**config.mk**
```make
export PLATFORM = sky130hd
export DESIGN_NAME = capture_compare_unit
export DESIGN_NICKNAME = d
export VERILOG_FILES = /design/src/rtl/capture_compare_pkg.sv /design/src/rtl/capture_compare_unit.sv
export SDC_FILE = /design/constraint.sdc
export NUM_CORES = 1
export LEC_CHECK = 0
export BUFFER_PORTS_ARGS = -buffer_cell sky130_fd_sc_hd__buf_2
export CAP_MARGIN = 20
export CORE_UTILIZATION = 45
export CTS_CLUSTER_SIZE = 16
export DETAILED_ROUTE_END_ITERATION = 10
export PLACE_DENSITY = 0.75
export SLEW_MARGIN = 15
export SYNTH_ARGS = -nofsm -noshare
export SYNTH_HDL_FRONTEND = slang
export SYNTH_SLANG_ARGS = --single-unit
```
**constraint.sdc**
```tcl
create_clock -name pclk -period 6.6 [get_ports pclk]
set_input_delay 1.98 -clock pclk [delete_from_list [all_inputs] [get_ports pclk]]
set_output_delay 1.98 -clock pclk [all_outputs]
set_load 0.05 [all_outputs]
```
**src/rtl/capture_compare_pkg.sv**
```systemverilog
package capture_compare_pkg;

  // ************************************************************
  // register map (byte addresses, one aligned word each)
  // ************************************************************
  localparam logic [7:0] value_low_off    = 8'h00;
  localparam logic [7:0] value_high_off   = 8'h04;
  localparam logic [7:0] unit_control_off = 8'h08;
  localparam logic [7:0] event_status_off = 8'h0c;
  localparam logic [7:0] timer_select_off = 8'h10;
  localparam logic [7:0] route_config_off = 8'h14;

  // ************************************************************
  // field layout and reset values
  // ************************************************************
  localparam int          mode_lsb          = 0;
  localparam int          duty_lsb          = 4;
  localparam logic [7:0]  control_mask      = 8'h3f;
  localparam logic [7:0]  control_reset     = 8'h00;
  localparam logic [15:0] value_reset       = 16'h0000;
  localparam logic [3:0]  presc_four_wrap   = 4'h3;
  localparam logic [3:0]  presc_sixteen_wrap = 4'hf;
  localparam logic        route_reset       = 1'b1;

  // ************************************************************
  // mode codes
  // ************************************************************
  localparam logic [3:0] mode_off          = 4'h0;
  localparam logic [3:0] mode_cmp_toggle   = 4'h2;
  localparam logic [3:0] mode_cap_fall     = 4'h4;
  localparam logic [3:0] mode_cap_rise     = 4'h5;
  localparam logic [3:0] mode_cap_rise4    = 4'h6;
  localparam logic [3:0] mode_cap_rise16   = 4'h7;
  localparam logic [3:0] mode_cmp_set_high = 4'h8;
  localparam logic [3:0] mode_cmp_set_low  = 4'h9;
  localparam logic [3:0] mode_cmp_soft     = 4'ha;
  localparam logic [3:0] mode_cmp_special  = 4'hb;

  typedef enum logic [1:0] {
    cls_off,
    cls_capture,
    cls_compare,
    cls_pwm
  } mode_class_e;

  // pin group carried to the two possible pins
  typedef struct packed {
    logic default_route_pin_out;
    logic default_route_pin_oe;
    logic alternate_route_pin_out;
    logic alternate_route_pin_oe;
  } pin_drive_s;

  typedef struct packed {
    logic        start_conversion;
    logic        reset_first;
    logic        reset_third;
  } trigger_s;

endpackage

```
**src/rtl/capture_compare_unit.sv**
```systemverilog
// Implementation choices: register access over APB and the register offsets.
`timescale 1ns/1ps
// Functional notes
// - value kept as separately addressable low and high bytes, read/write
// - mode 0000 disables and resets unit; 0001 and 0011 do nothing
// - mode 0010 toggles output and sets event flag on each match
// - mode 0100 captures falling edges, 0101 rising edges
// - mode 0110 captures every 4th rising edge, 0111 every 16th
// - mode 1000 drives output low, match forces high and sets flag
// - mode 1001 drives output high, match forces low and sets flag
// - mode 1010 only sets flag on match; pin follows port latch
// - mode 1011 match sets flag, resets time base, requests conversion
// - modes 11xx are pwm; control bits 5-4 and low byte form duty
// - capture/compare use first or third timer; pwm uses second timer
// - timer choice comes from timer select bits; units may share
// - capture copies full 16-bit selected timer into value pair
// - capture sets event flag; only software clears it
// - new capture overwrites stored value; no overrun indication
// - edges taken from pin level regardless of pin direction
// - prescaler cleared when unit off or capture mode left
// - switching prescaler codes keeps counter and may set flag
// - route bit 1 selects default pin, 0 alternate pin
// - both pwm units share second timer, same frequency and update
// - compare value register against selected timer every cycle
// - special event resets the timer used as time base
// - writing zero to control forces compare latch low
module capture_compare_unit
  import capture_compare_pkg::*;
(
  // apb
  input  wire logic        pclk,
  input  wire logic        presetn,
  input  wire logic        clk_en,
  input  wire logic        psel,
  input  wire logic        penable,
  input  wire logic        pwrite,
  input  wire logic [7:0]  paddr,
  input  wire logic [31:0] pwdata,
  output logic      [31:0] prdata,
  output logic             pready,
  output logic             pslverr,
  // timers
  input  wire logic [15:0] time_base_first,
  input  wire logic [15:0] time_base_third,
  input  wire logic [7:0]  pwm_time_base,
  input  wire logic        pwm_period_event,
  // pins and port latches
  input  wire logic        default_route_pin_in,
  input  wire logic        alternate_route_pin_in,
  input  wire logic        default_port_latch,
  input  wire logic        alternate_port_latch,
  input  wire logic        default_pin_direction_bit,
  input  wire logic        alternate_pin_direction_bit,
  output capture_compare_pkg::pin_drive_s pins,
  // triggers
  output capture_compare_pkg::trigger_s   triggers,
  output logic             event_flag,
  output logic [9:0]       pwm_duty_active
);

  import capture_compare_pkg::*;

  // ************************************************************
  // state
  // ************************************************************
  typedef struct packed {
    logic [15:0] value;
    logic [7:0]  control;
    logic        flag;
    logic        use_third;
    logic        route_default;
    logic        sync1;
    logic        sync2;
    logic        sync3;
    logic [3:0]  presc;
    logic        cmp_latch;
    logic        matched;
    logic [9:0]  duty;
    logic        pwm_out;
    logic [31:0] rdata;
    logic        ready;
    logic        slverr;
    pin_drive_s  pin;
    trigger_s    trig;
  } state_s;

  state_s state_r;
  state_s state_nxt;

  logic [3:0]  mode;
  mode_class_e cls;
  logic [15:0] sel_timer;
  logic        rise;
  logic        fall;
  logic        cap_event;
  logic        match;
  logic        setup;
  logic        wr_ctl;
  logic [3:0]  new_mode;
  logic        drive_unit;
  logic        unit_level;
  logic [9:0]  pwm_count;

  assign mode      = state_r.control[mode_lsb +: 4];
  assign sel_timer = state_r.use_third ? time_base_third : time_base_first;
  assign rise      = state_r.sync2 & ~state_r.sync3;
  assign fall      = ~state_r.sync2 & state_r.sync3;
  assign match     = (cls == cls_compare) && (state_r.value == sel_timer);
  assign setup     = psel & ~penable;
  assign pwm_count = {pwm_time_base, 2'b00};

  always_comb
  begin
    case (mode)
      mode_cap_fall, mode_cap_rise, mode_cap_rise4, mode_cap_rise16: cls = cls_capture;
      mode_cmp_toggle, mode_cmp_set_high, mode_cmp_set_low,
      mode_cmp_soft, mode_cmp_special: cls = cls_compare;
      4'hc, 4'hd, 4'he, 4'hf: cls = cls_pwm;
      default: cls = cls_off;
    endcase
  end

  // ************************************************************
  // next state
  // ************************************************************
  always_comb
  begin
    state_nxt  = state_r;
    cap_event  = 1'b0;
    wr_ctl     = 1'b0;
    new_mode   = mode;
    drive_unit = 1'b0;
    unit_level = 1'b0;
    // routed pin level, whatever its direction
    state_nxt.sync1 = state_r.route_default ? default_route_pin_in : alternate_route_pin_in;
    state_nxt.sync2 = state_r.sync1;
    state_nxt.sync3 = state_r.sync2;
    state_nxt.trig  = '0;

    // capture events
    case (mode)
      mode_cap_fall: cap_event = fall;
      mode_cap_rise: cap_event = rise;
      mode_cap_rise4:
      begin
        if (rise)
        begin
          cap_event = (state_r.presc[1:0] == presc_four_wrap[1:0]);
          state_nxt.presc = (state_r.presc[1:0] == presc_four_wrap[1:0]) ?
                            4'h0 : state_r.presc + 4'h1;
        end
      end
      mode_cap_rise16:
      begin
        if (rise)
        begin
          cap_event = (state_r.presc == presc_sixteen_wrap);
          state_nxt.presc = state_r.presc + 4'h1;
        end
      end
      default: state_nxt.presc = 4'h0;
    endcase
    if (cap_event)
    begin
      state_nxt.value = sel_timer;
    end

    // compare actions, match fires once per equality run
    state_nxt.matched = match;
    if (match && !state_r.matched)
    begin
      case (mode)
        mode_cmp_toggle:   state_nxt.cmp_latch = ~state_r.cmp_latch;
        mode_cmp_set_high: state_nxt.cmp_latch = 1'b1;
        mode_cmp_set_low:  state_nxt.cmp_latch = 1'b0;
        mode_cmp_special:
        begin
          state_nxt.trig.start_conversion = 1'b1;
          state_nxt.trig.reset_first      = ~state_r.use_third;
          state_nxt.trig.reset_third      = state_r.use_third;
        end
        default: state_nxt.cmp_latch = state_r.cmp_latch;
      endcase
    end

    // pwm: duty reloads at the shared period event
    if (pwm_period_event)
    begin
      state_nxt.duty = {state_r.value[7:0], state_r.control[duty_lsb +: 2]};
    end
    state_nxt.pwm_out = (cls == cls_pwm) && (pwm_count < state_r.duty);

    // apb slave, zero wait states
    state_nxt.ready  = 1'b0;
    state_nxt.slverr = 1'b0;
    if (setup)
    begin
      state_nxt.ready = 1'b1;
      case (paddr)
        value_low_off:    state_nxt.rdata = {24'h0, state_r.value[7:0]};
        value_high_off:   state_nxt.rdata = {24'h0, state_r.value[15:8]};
        unit_control_off: state_nxt.rdata = {24'h0, state_r.control};
        event_status_off: state_nxt.rdata = {31'h0, state_r.flag};
        timer_select_off: state_nxt.rdata = {31'h0, state_r.use_third};
        route_config_off: state_nxt.rdata = {31'h0, state_r.route_default};
        default:
        begin
          state_nxt.rdata  = 32'h0;
          state_nxt.slverr = 1'b1;
        end
      endcase
    end
    if (psel && penable && state_r.ready && pwrite)
    begin
      case (paddr)
        value_low_off:  state_nxt.value[7:0]  = pwdata[7:0];
        value_high_off: state_nxt.value[15:8] = pwdata[7:0];
        unit_control_off:
        begin
          wr_ctl            = 1'b1;
          new_mode          = pwdata[3:0];
          state_nxt.control = pwdata[7:0] & control_mask;
        end
        event_status_off: if (pwdata[0]) state_nxt.flag = 1'b0;
        timer_select_off: state_nxt.use_third     = pwdata[0];
        route_config_off: state_nxt.route_default = pwdata[0];
        default: state_nxt.slverr = 1'b0;
      endcase
    end
    if (wr_ctl)
    begin
      if (new_mode == mode_off)
      begin
        state_nxt.cmp_latch = 1'b0;
        state_nxt.presc     = 4'h0;
        state_nxt.matched   = 1'b0;
      end
      else if (new_mode == mode_cmp_set_high)
      begin
        state_nxt.cmp_latch = 1'b0;
      end
      else if (new_mode == mode_cmp_set_low)
      begin
        state_nxt.cmp_latch = 1'b1;
      end
      if (new_mode[3:2] != 2'b01)
      begin
        state_nxt.presc = 4'h0;
      end
      // prescaler to prescaler change keeps the count
    end

    // set wins over software clear
    if (cap_event || (match && !state_r.matched))
    begin
      state_nxt.flag = 1'b1;
    end

    // pin drive
    case (cls)
      cls_compare:
      begin
        drive_unit = (mode != mode_cmp_soft);
        unit_level = state_r.cmp_latch;
      end
      cls_pwm:
      begin
        drive_unit = 1'b1;
        unit_level = state_r.pwm_out;
      end
      default: drive_unit = 1'b0;
    endcase
    state_nxt.pin.default_route_pin_out   = (drive_unit && state_r.route_default) ?
                                            unit_level : default_port_latch;
    state_nxt.pin.default_route_pin_oe    = ~default_pin_direction_bit;
    state_nxt.pin.alternate_route_pin_out = (drive_unit && !state_r.route_default) ?
                                            unit_level : alternate_port_latch;
    state_nxt.pin.alternate_route_pin_oe  = ~alternate_pin_direction_bit;
  end

  always_ff @(posedge pclk or negedge presetn)
  begin
    if (!presetn)
    begin
      state_r               <= '0;
      state_r.control       <= control_reset;
      state_r.value         <= value_reset;
      state_r.route_default <= route_reset;
    end
    else if (clk_en)
    begin
      state_r <= state_nxt;
    end
  end

  assign prdata          = state_r.rdata;
  assign pready          = state_r.ready;
  assign pslverr         = state_r.slverr;
  assign pins            = state_r.pin;
  assign triggers        = state_r.trig;
  assign event_flag      = state_r.flag;
  assign pwm_duty_active = state_r.duty;
endmodule

```
# ---- Word level (Yosys, flattened, before mapping)
# Memories as Yosys holds them, arrays and structs flattened.
# Index checks and enable logic that the tools add are counted.
dict set report word_totals {
  input_bits 93
  word_cells 125
  out_inout_bits 52
  n_memories 1
  register_bits 62
  mem_bits_ro 32
}
dict set report op_classes {
  mux 43
  eq_ne 22
  magnitude_cmp 1
  n_reduce_logical 24
  n_bitwise 10
  addsub 1
}
# name words width rd rd_ports_with_merged_regs write_ports line_no
set mem_list {}
lappend mem_list {{(name not given)} 16 2 1 0 0 capture_compare_unit.sv:114} ;# case (mode)
# operator n
set op_table {}
lappend op_table {{8-bit one-hot mux with 6 select lines} 1}
lappend op_table {{16-bit 2-to-1 mux} 2}
lappend op_table {{4-bit 2-to-1 mux} 7}
lappend op_table {{27-bit 2-to-1 mux} 1}
lappend op_table {{4-bit == test (second input constant)} 6}
lappend op_table {{1-bit 2-to-1 mux} 20}
lappend op_table {{16-bit == test} 1}
lappend op_table {{4-bit by 3-bit == test with 1-bit output (second input constant)} 4}
lappend op_table {{8-bit by 4-bit == test with 1-bit output (second input constant)} 2}
lappend op_table {{8-bit by 5-bit == test with 1-bit output (second input constant)} 2}
lappend op_table {{8-bit 2-to-1 mux} 2}
lappend op_table {{6-bit 2-to-1 mux} 2}
lappend op_table {{4-bit one-hot mux with 3 select lines} 1}
lappend op_table {{10-bit < comparator} 1}
lappend op_table {{3-bit AND reduction} 3}
lappend op_table {{8-bit by 3-bit == test with 1-bit output (second input constant)} 1}
lappend op_table {{1-bit logical AND} 8}
lappend op_table {{8-bit logical NOT} 1}
lappend op_table {{1-bit NOT} 7}
lappend op_table {{2-bit == test (second input constant)} 3}
lappend op_table {{3-bit 2-to-1 mux} 2}
lappend op_table {{2-bit nonzero test} 3}
lappend op_table {{6-bit OR reduction} 1}
lappend op_table {{4-bit by 1-bit adder with 4-bit output (second input constant)} 1}
lappend op_table {{other kinds (14)} 19}

# ---- Logic depth before layout (Yosys ltp)
dict set report logic_depth {
  ltp_word 9
  depth_mapped 9
  mapped_depth_nobuf 9
}

# ---- Worst setup path before layout
# No wires, ideal clock.
dict set report synth_path {
  kind {in2reg}
  from {input clk_en}
  to {register state_r[53] in the netlist's numbering}
  cell_stages 7
  setup_time_ns 0.121
  t_arrival_ns 3.519
  n_path_buf 1
  slack_ns 2.959
  required_ns 6.479
  path_cell_list {buf_2 -> inv_1 -> a211o_1 -> or4_4 -> nor4_4 -> a31oi_1 -> nand2b_1}
}
# item line_no
set synth_lines {}
lappend synth_lines {{start: declaration} capture_compare_unit.sv:33} ;# input wire logic clk_en,
lappend synth_lines {{end signal: assignment} capture_compare_unit.sv:292} ;# state_r <= state_nxt;
lappend synth_lines {{end: declaration} capture_compare_unit.sv:87} ;# state_s state_r;

# ---- Worst setup path in the final report
dict set report layout_path {
  from {input paddr[1]}
  to {register state_r[72] in the netlist's numbering}
}
dict set report layout_via {
  elab_chain_cells 3
}
# item line_no
set layout_rtl {}
lappend layout_rtl {{start: declaration} capture_compare_unit.sv:37} ;# input wire logic [7:0] paddr,
lappend layout_rtl {{8-bit logical NOT} capture_compare_unit.sv:215} ;# case (paddr)
lappend layout_rtl {{8-bit 2-to-1 mux} capture_compare_unit.sv:215}
lappend layout_rtl {{27-bit 2-to-1 mux} capture_compare_unit.sv:213} ;# if (psel && penable && state_r.ready && pwrite)
# Every way passes these cells. The select of a mux whose other input is x is not followed.
# A chain may end at the register's enable or synchronous reset.

==> metrics.md <==
| Metric | Value |
|---|---|
| Status | `finished, final reports clean` |
| Initial antenna violation count | `0` |
| Final hold vios | `0` |
| Final Max Slew Viols | `0` |
| FMAX | `256 MHz` |
| IO buf count | `96` |
| Via Count | `3242` |
| Post-route DRC violation count | `0` |
| Max Cap Viol | `0` |
| Crit path capture type | `flop` |
| Reg2reg start | `state_r[62]$_DFFE_PN0P_` |
| First-pass GRT wire length | `14100 um` |
| Cells after Synth | `420` |
| Initial drt markers | `220` |
| Die height | `96.5 um` |
| Clk pin slew, worst setup/hold paths | `70 ps` |
| Post-DRT Antenna Nets | `0` |
| GRT overflow | `0` |
| Gpl congestion | `0.813` |
| Post-synth ARST share | `100%` |
| RSZ-0062 raised after global routing | `false` |
| Die Area | `9310 um^2` |
| Slowest stage delay, CP | `840 ps` |
| # IOs | `145` |
| Post-synthesis sequential area ratio | `38.6%` |
| Clk Latency, worst-skew pair | `340 ps` |
| Clock sinks | `62` |
| Setup TNS | `0 ps` |
| Final setup fails | `0` |
| GR Util All Layers | `20.3%` |
| #FFs+latches synth | `62` |
| Layout Skew | `5.97 ps` |
| Die Width | `96.5 um` |
| Worst path required time | `6810 ps` |
| Crit share post-route | `59.2%` |
| Slew @ Worst Pin | `1110 ps` |
| WP data arrival | `4120 ps` |
| Post-synth top cells | `dfrtp_1 (61), buf_4 (50), nand2_1 (37)` |
| Top FF cell, synth | `dfrtp_1` |
| Core region area | `8680 um^2` |
| CP startpoint | `paddr[1]` |
| CTS root buf | `clkbuf_8` |
| Final core utilization | `51.4%` |
| Worst-path cell chain | `buf_2, nor3_1, nand4bb_1, nor3_2, inv_1, a21o_1, nand2_1, o21ai_0` |
| Starting Density | `46.3%` |
| Mean Syn Cell Area | `9.57 um^2` |
| Number of global-route vias before repair | `2879` |
| Area leader, netlist | `dfrtp_1` |
| DRT Pass-1 Iters | `5` |
| Largest net degree at the start of global routing | `63` |
| Fin crit period | `3910 ps` |
| CP max stage cell | `nor3_2` |
| Row count | `34` |
| Via density | `5.41` |
| EDFF count, synth | `0` |
| Worst slew margin | `25.8%` |
| CP Launch Type | `input pin` |
| CP endpoint | `state_r[72]$_DFFE_PN0P_` |
| Post-Route WL | `9280 um` |
| Hold Buf Count CTS | `0` |
| Top cell type's share of synthesized area | `38.0%` |
| Count leader, synth | `dfrtp_1` |
| TritonCTS clock tree | `yes` |
| Post-DP HPWL | `6800 um` |
| CTS max path bufs | `2` |
| Worst R2R End | `state_r[53]$_DFFE_PN0P_` |
| Worst VDD drop | `0.0759 mV` |
| Pwr/cell area | `205 nW/um^2` |
| Synthesis warning total | `0` |
| Layout cells sized above 1 | `29.8%` |
| DR WL/cell | `15.5 um` |
| CTS Buf Count | `9` |
| Setup bufs post-CTS | `0` |
| R2r setup slk | `3610 ps` |
| Post_cts resized | `0` |
| Layout fillers | `809` |
| H-Tree Depth | `3` |
| Cell area after synthesis | `4020 um^2` |
| Nets | `588` |
| Synthesis-to-finish area growth | `10.9%` |
| Hold Crit Class | `flop to flop` |
| Worst Path Class, Setup | `input pin to flop` |
| Worst r2r path cells | `6` |
| Ranking of synthesized cells by area | `dfrtp_1 (38%), buf_4 (9.3%), mux2_2 (6.4%), mux2i_1 (6.2%), o21ai_0 (4.1%)` |
| CP max FO | `17` |
| Synth unique cells | `54` |
| LEAKAGE | `2.08 nW` |
-- kinds of logic after synthesis --
group / share of synthesized area (%)
buf+inv: 13.7
simple gates: 13.7
other cells: 0.0933
mux: 13.7
flops: 38.6
fa+ha+maj: 3.11
compound gates: 13.2
xor+xnor: 3.92
-- stage by stage --
step	hold slack (ps)	setup slack [ps]	instances	power [mW]	cell area (um^2)
after CTS	486	2700	598	0.916	4460
after floorplan	450	2960	443	0.564	4110
after global routing	503	2490	598	0.953	4460
final	486	2690	599	0.912	4460
after global placement	461	2430	582	0.594	4270
after detailed placement	469	2370	582	0.598	4270
-- registers in the layout (all words and copies together), names as in the netlist --
register / flops
pwm_duty_active: 10
pins: 4
state_r: 28
prdata: 8
pslverr: 1
mode: 4
triggers: 3
state_nxt: 2
pready: 1
event_flag: 1
-- critical path, delay by kind of cell --
kind,cells,cell delay (ps)
simple gates,4,1550
compound gates,2,400
buf+inv,2,180
-- how the worst min path moves through the flow --
stage                           from                     to  slack (ps)  depth (start not counted)
2_1_floorplan  prdata[0]$_DFFE_PN0P_  prdata[0]$_DFFE_PN0P_         450                          2
3_3_place_gp   prdata[0]$_DFFE_PN0P_  prdata[0]$_DFFE_PN0P_         460                          2
3_5_place_dp     pins[1]$_DFFE_PN0P_    pins[1]$_DFFE_PN0P_         470                          2
4_1_cts          pins[1]$_DFFE_PN0P_    pins[1]$_DFFE_PN0P_         490                          2
5_1_grt          pslverr$_DFFE_PN0P_    pslverr$_DFFE_PN0P_         500                          1
6_report         pins[1]$_DFFE_PN0P_    pins[1]$_DFFE_PN0P_         490                          2
-- area by class of cell --
class | count | area, um^2 | area share, %
clock inverters | 4 | 47.5 | 1.07
repair buffers | 99 | 503 | 11.3
flip-flops and latches | 62 | 1550 | 34.8
well taps | 108 | 135 | 3.03
inverters | 21 | 78.8 | 1.77
clock buffers | 12 | 135 | 3.03
multi-input cells | 292 | 2000 | 44.9
diodes | 1 | 2.50 | 0.0561
-- cell usage in the layout, fill, tap and decap left out, drive strengths merged, types with 4 or more instances in the layout --
cell type and count:
a21oi 25, a22o 10, buf 99, clkbuf 12
conb 24, dfrtp 61, ha 10, inv 21
mux2 23, mux2i 26, nand2 38, nand2b 4
nor2 9, nor2b 5, nor3 24, nor4 5
o21ai 33, o2bb2ai 4, xnor2 18
-- power by group --
part	internal, mW	switching, mW
clock	0.174	0.148
combinational	0.0554	0.123
sequential	0.397	0.0146
-- routing by layer --
layer  vias to the layer above  global-route usage, %  wire (um)
met2                       160                   32.3       4370
met5                         -                      0          0
met3                        12                   4.46        801
met1                      1545                   26.9       3940
li1                       1525                      -          -
met4                         0                   7.72        162
Note: power is estimated with default switching activity, not from simulation.
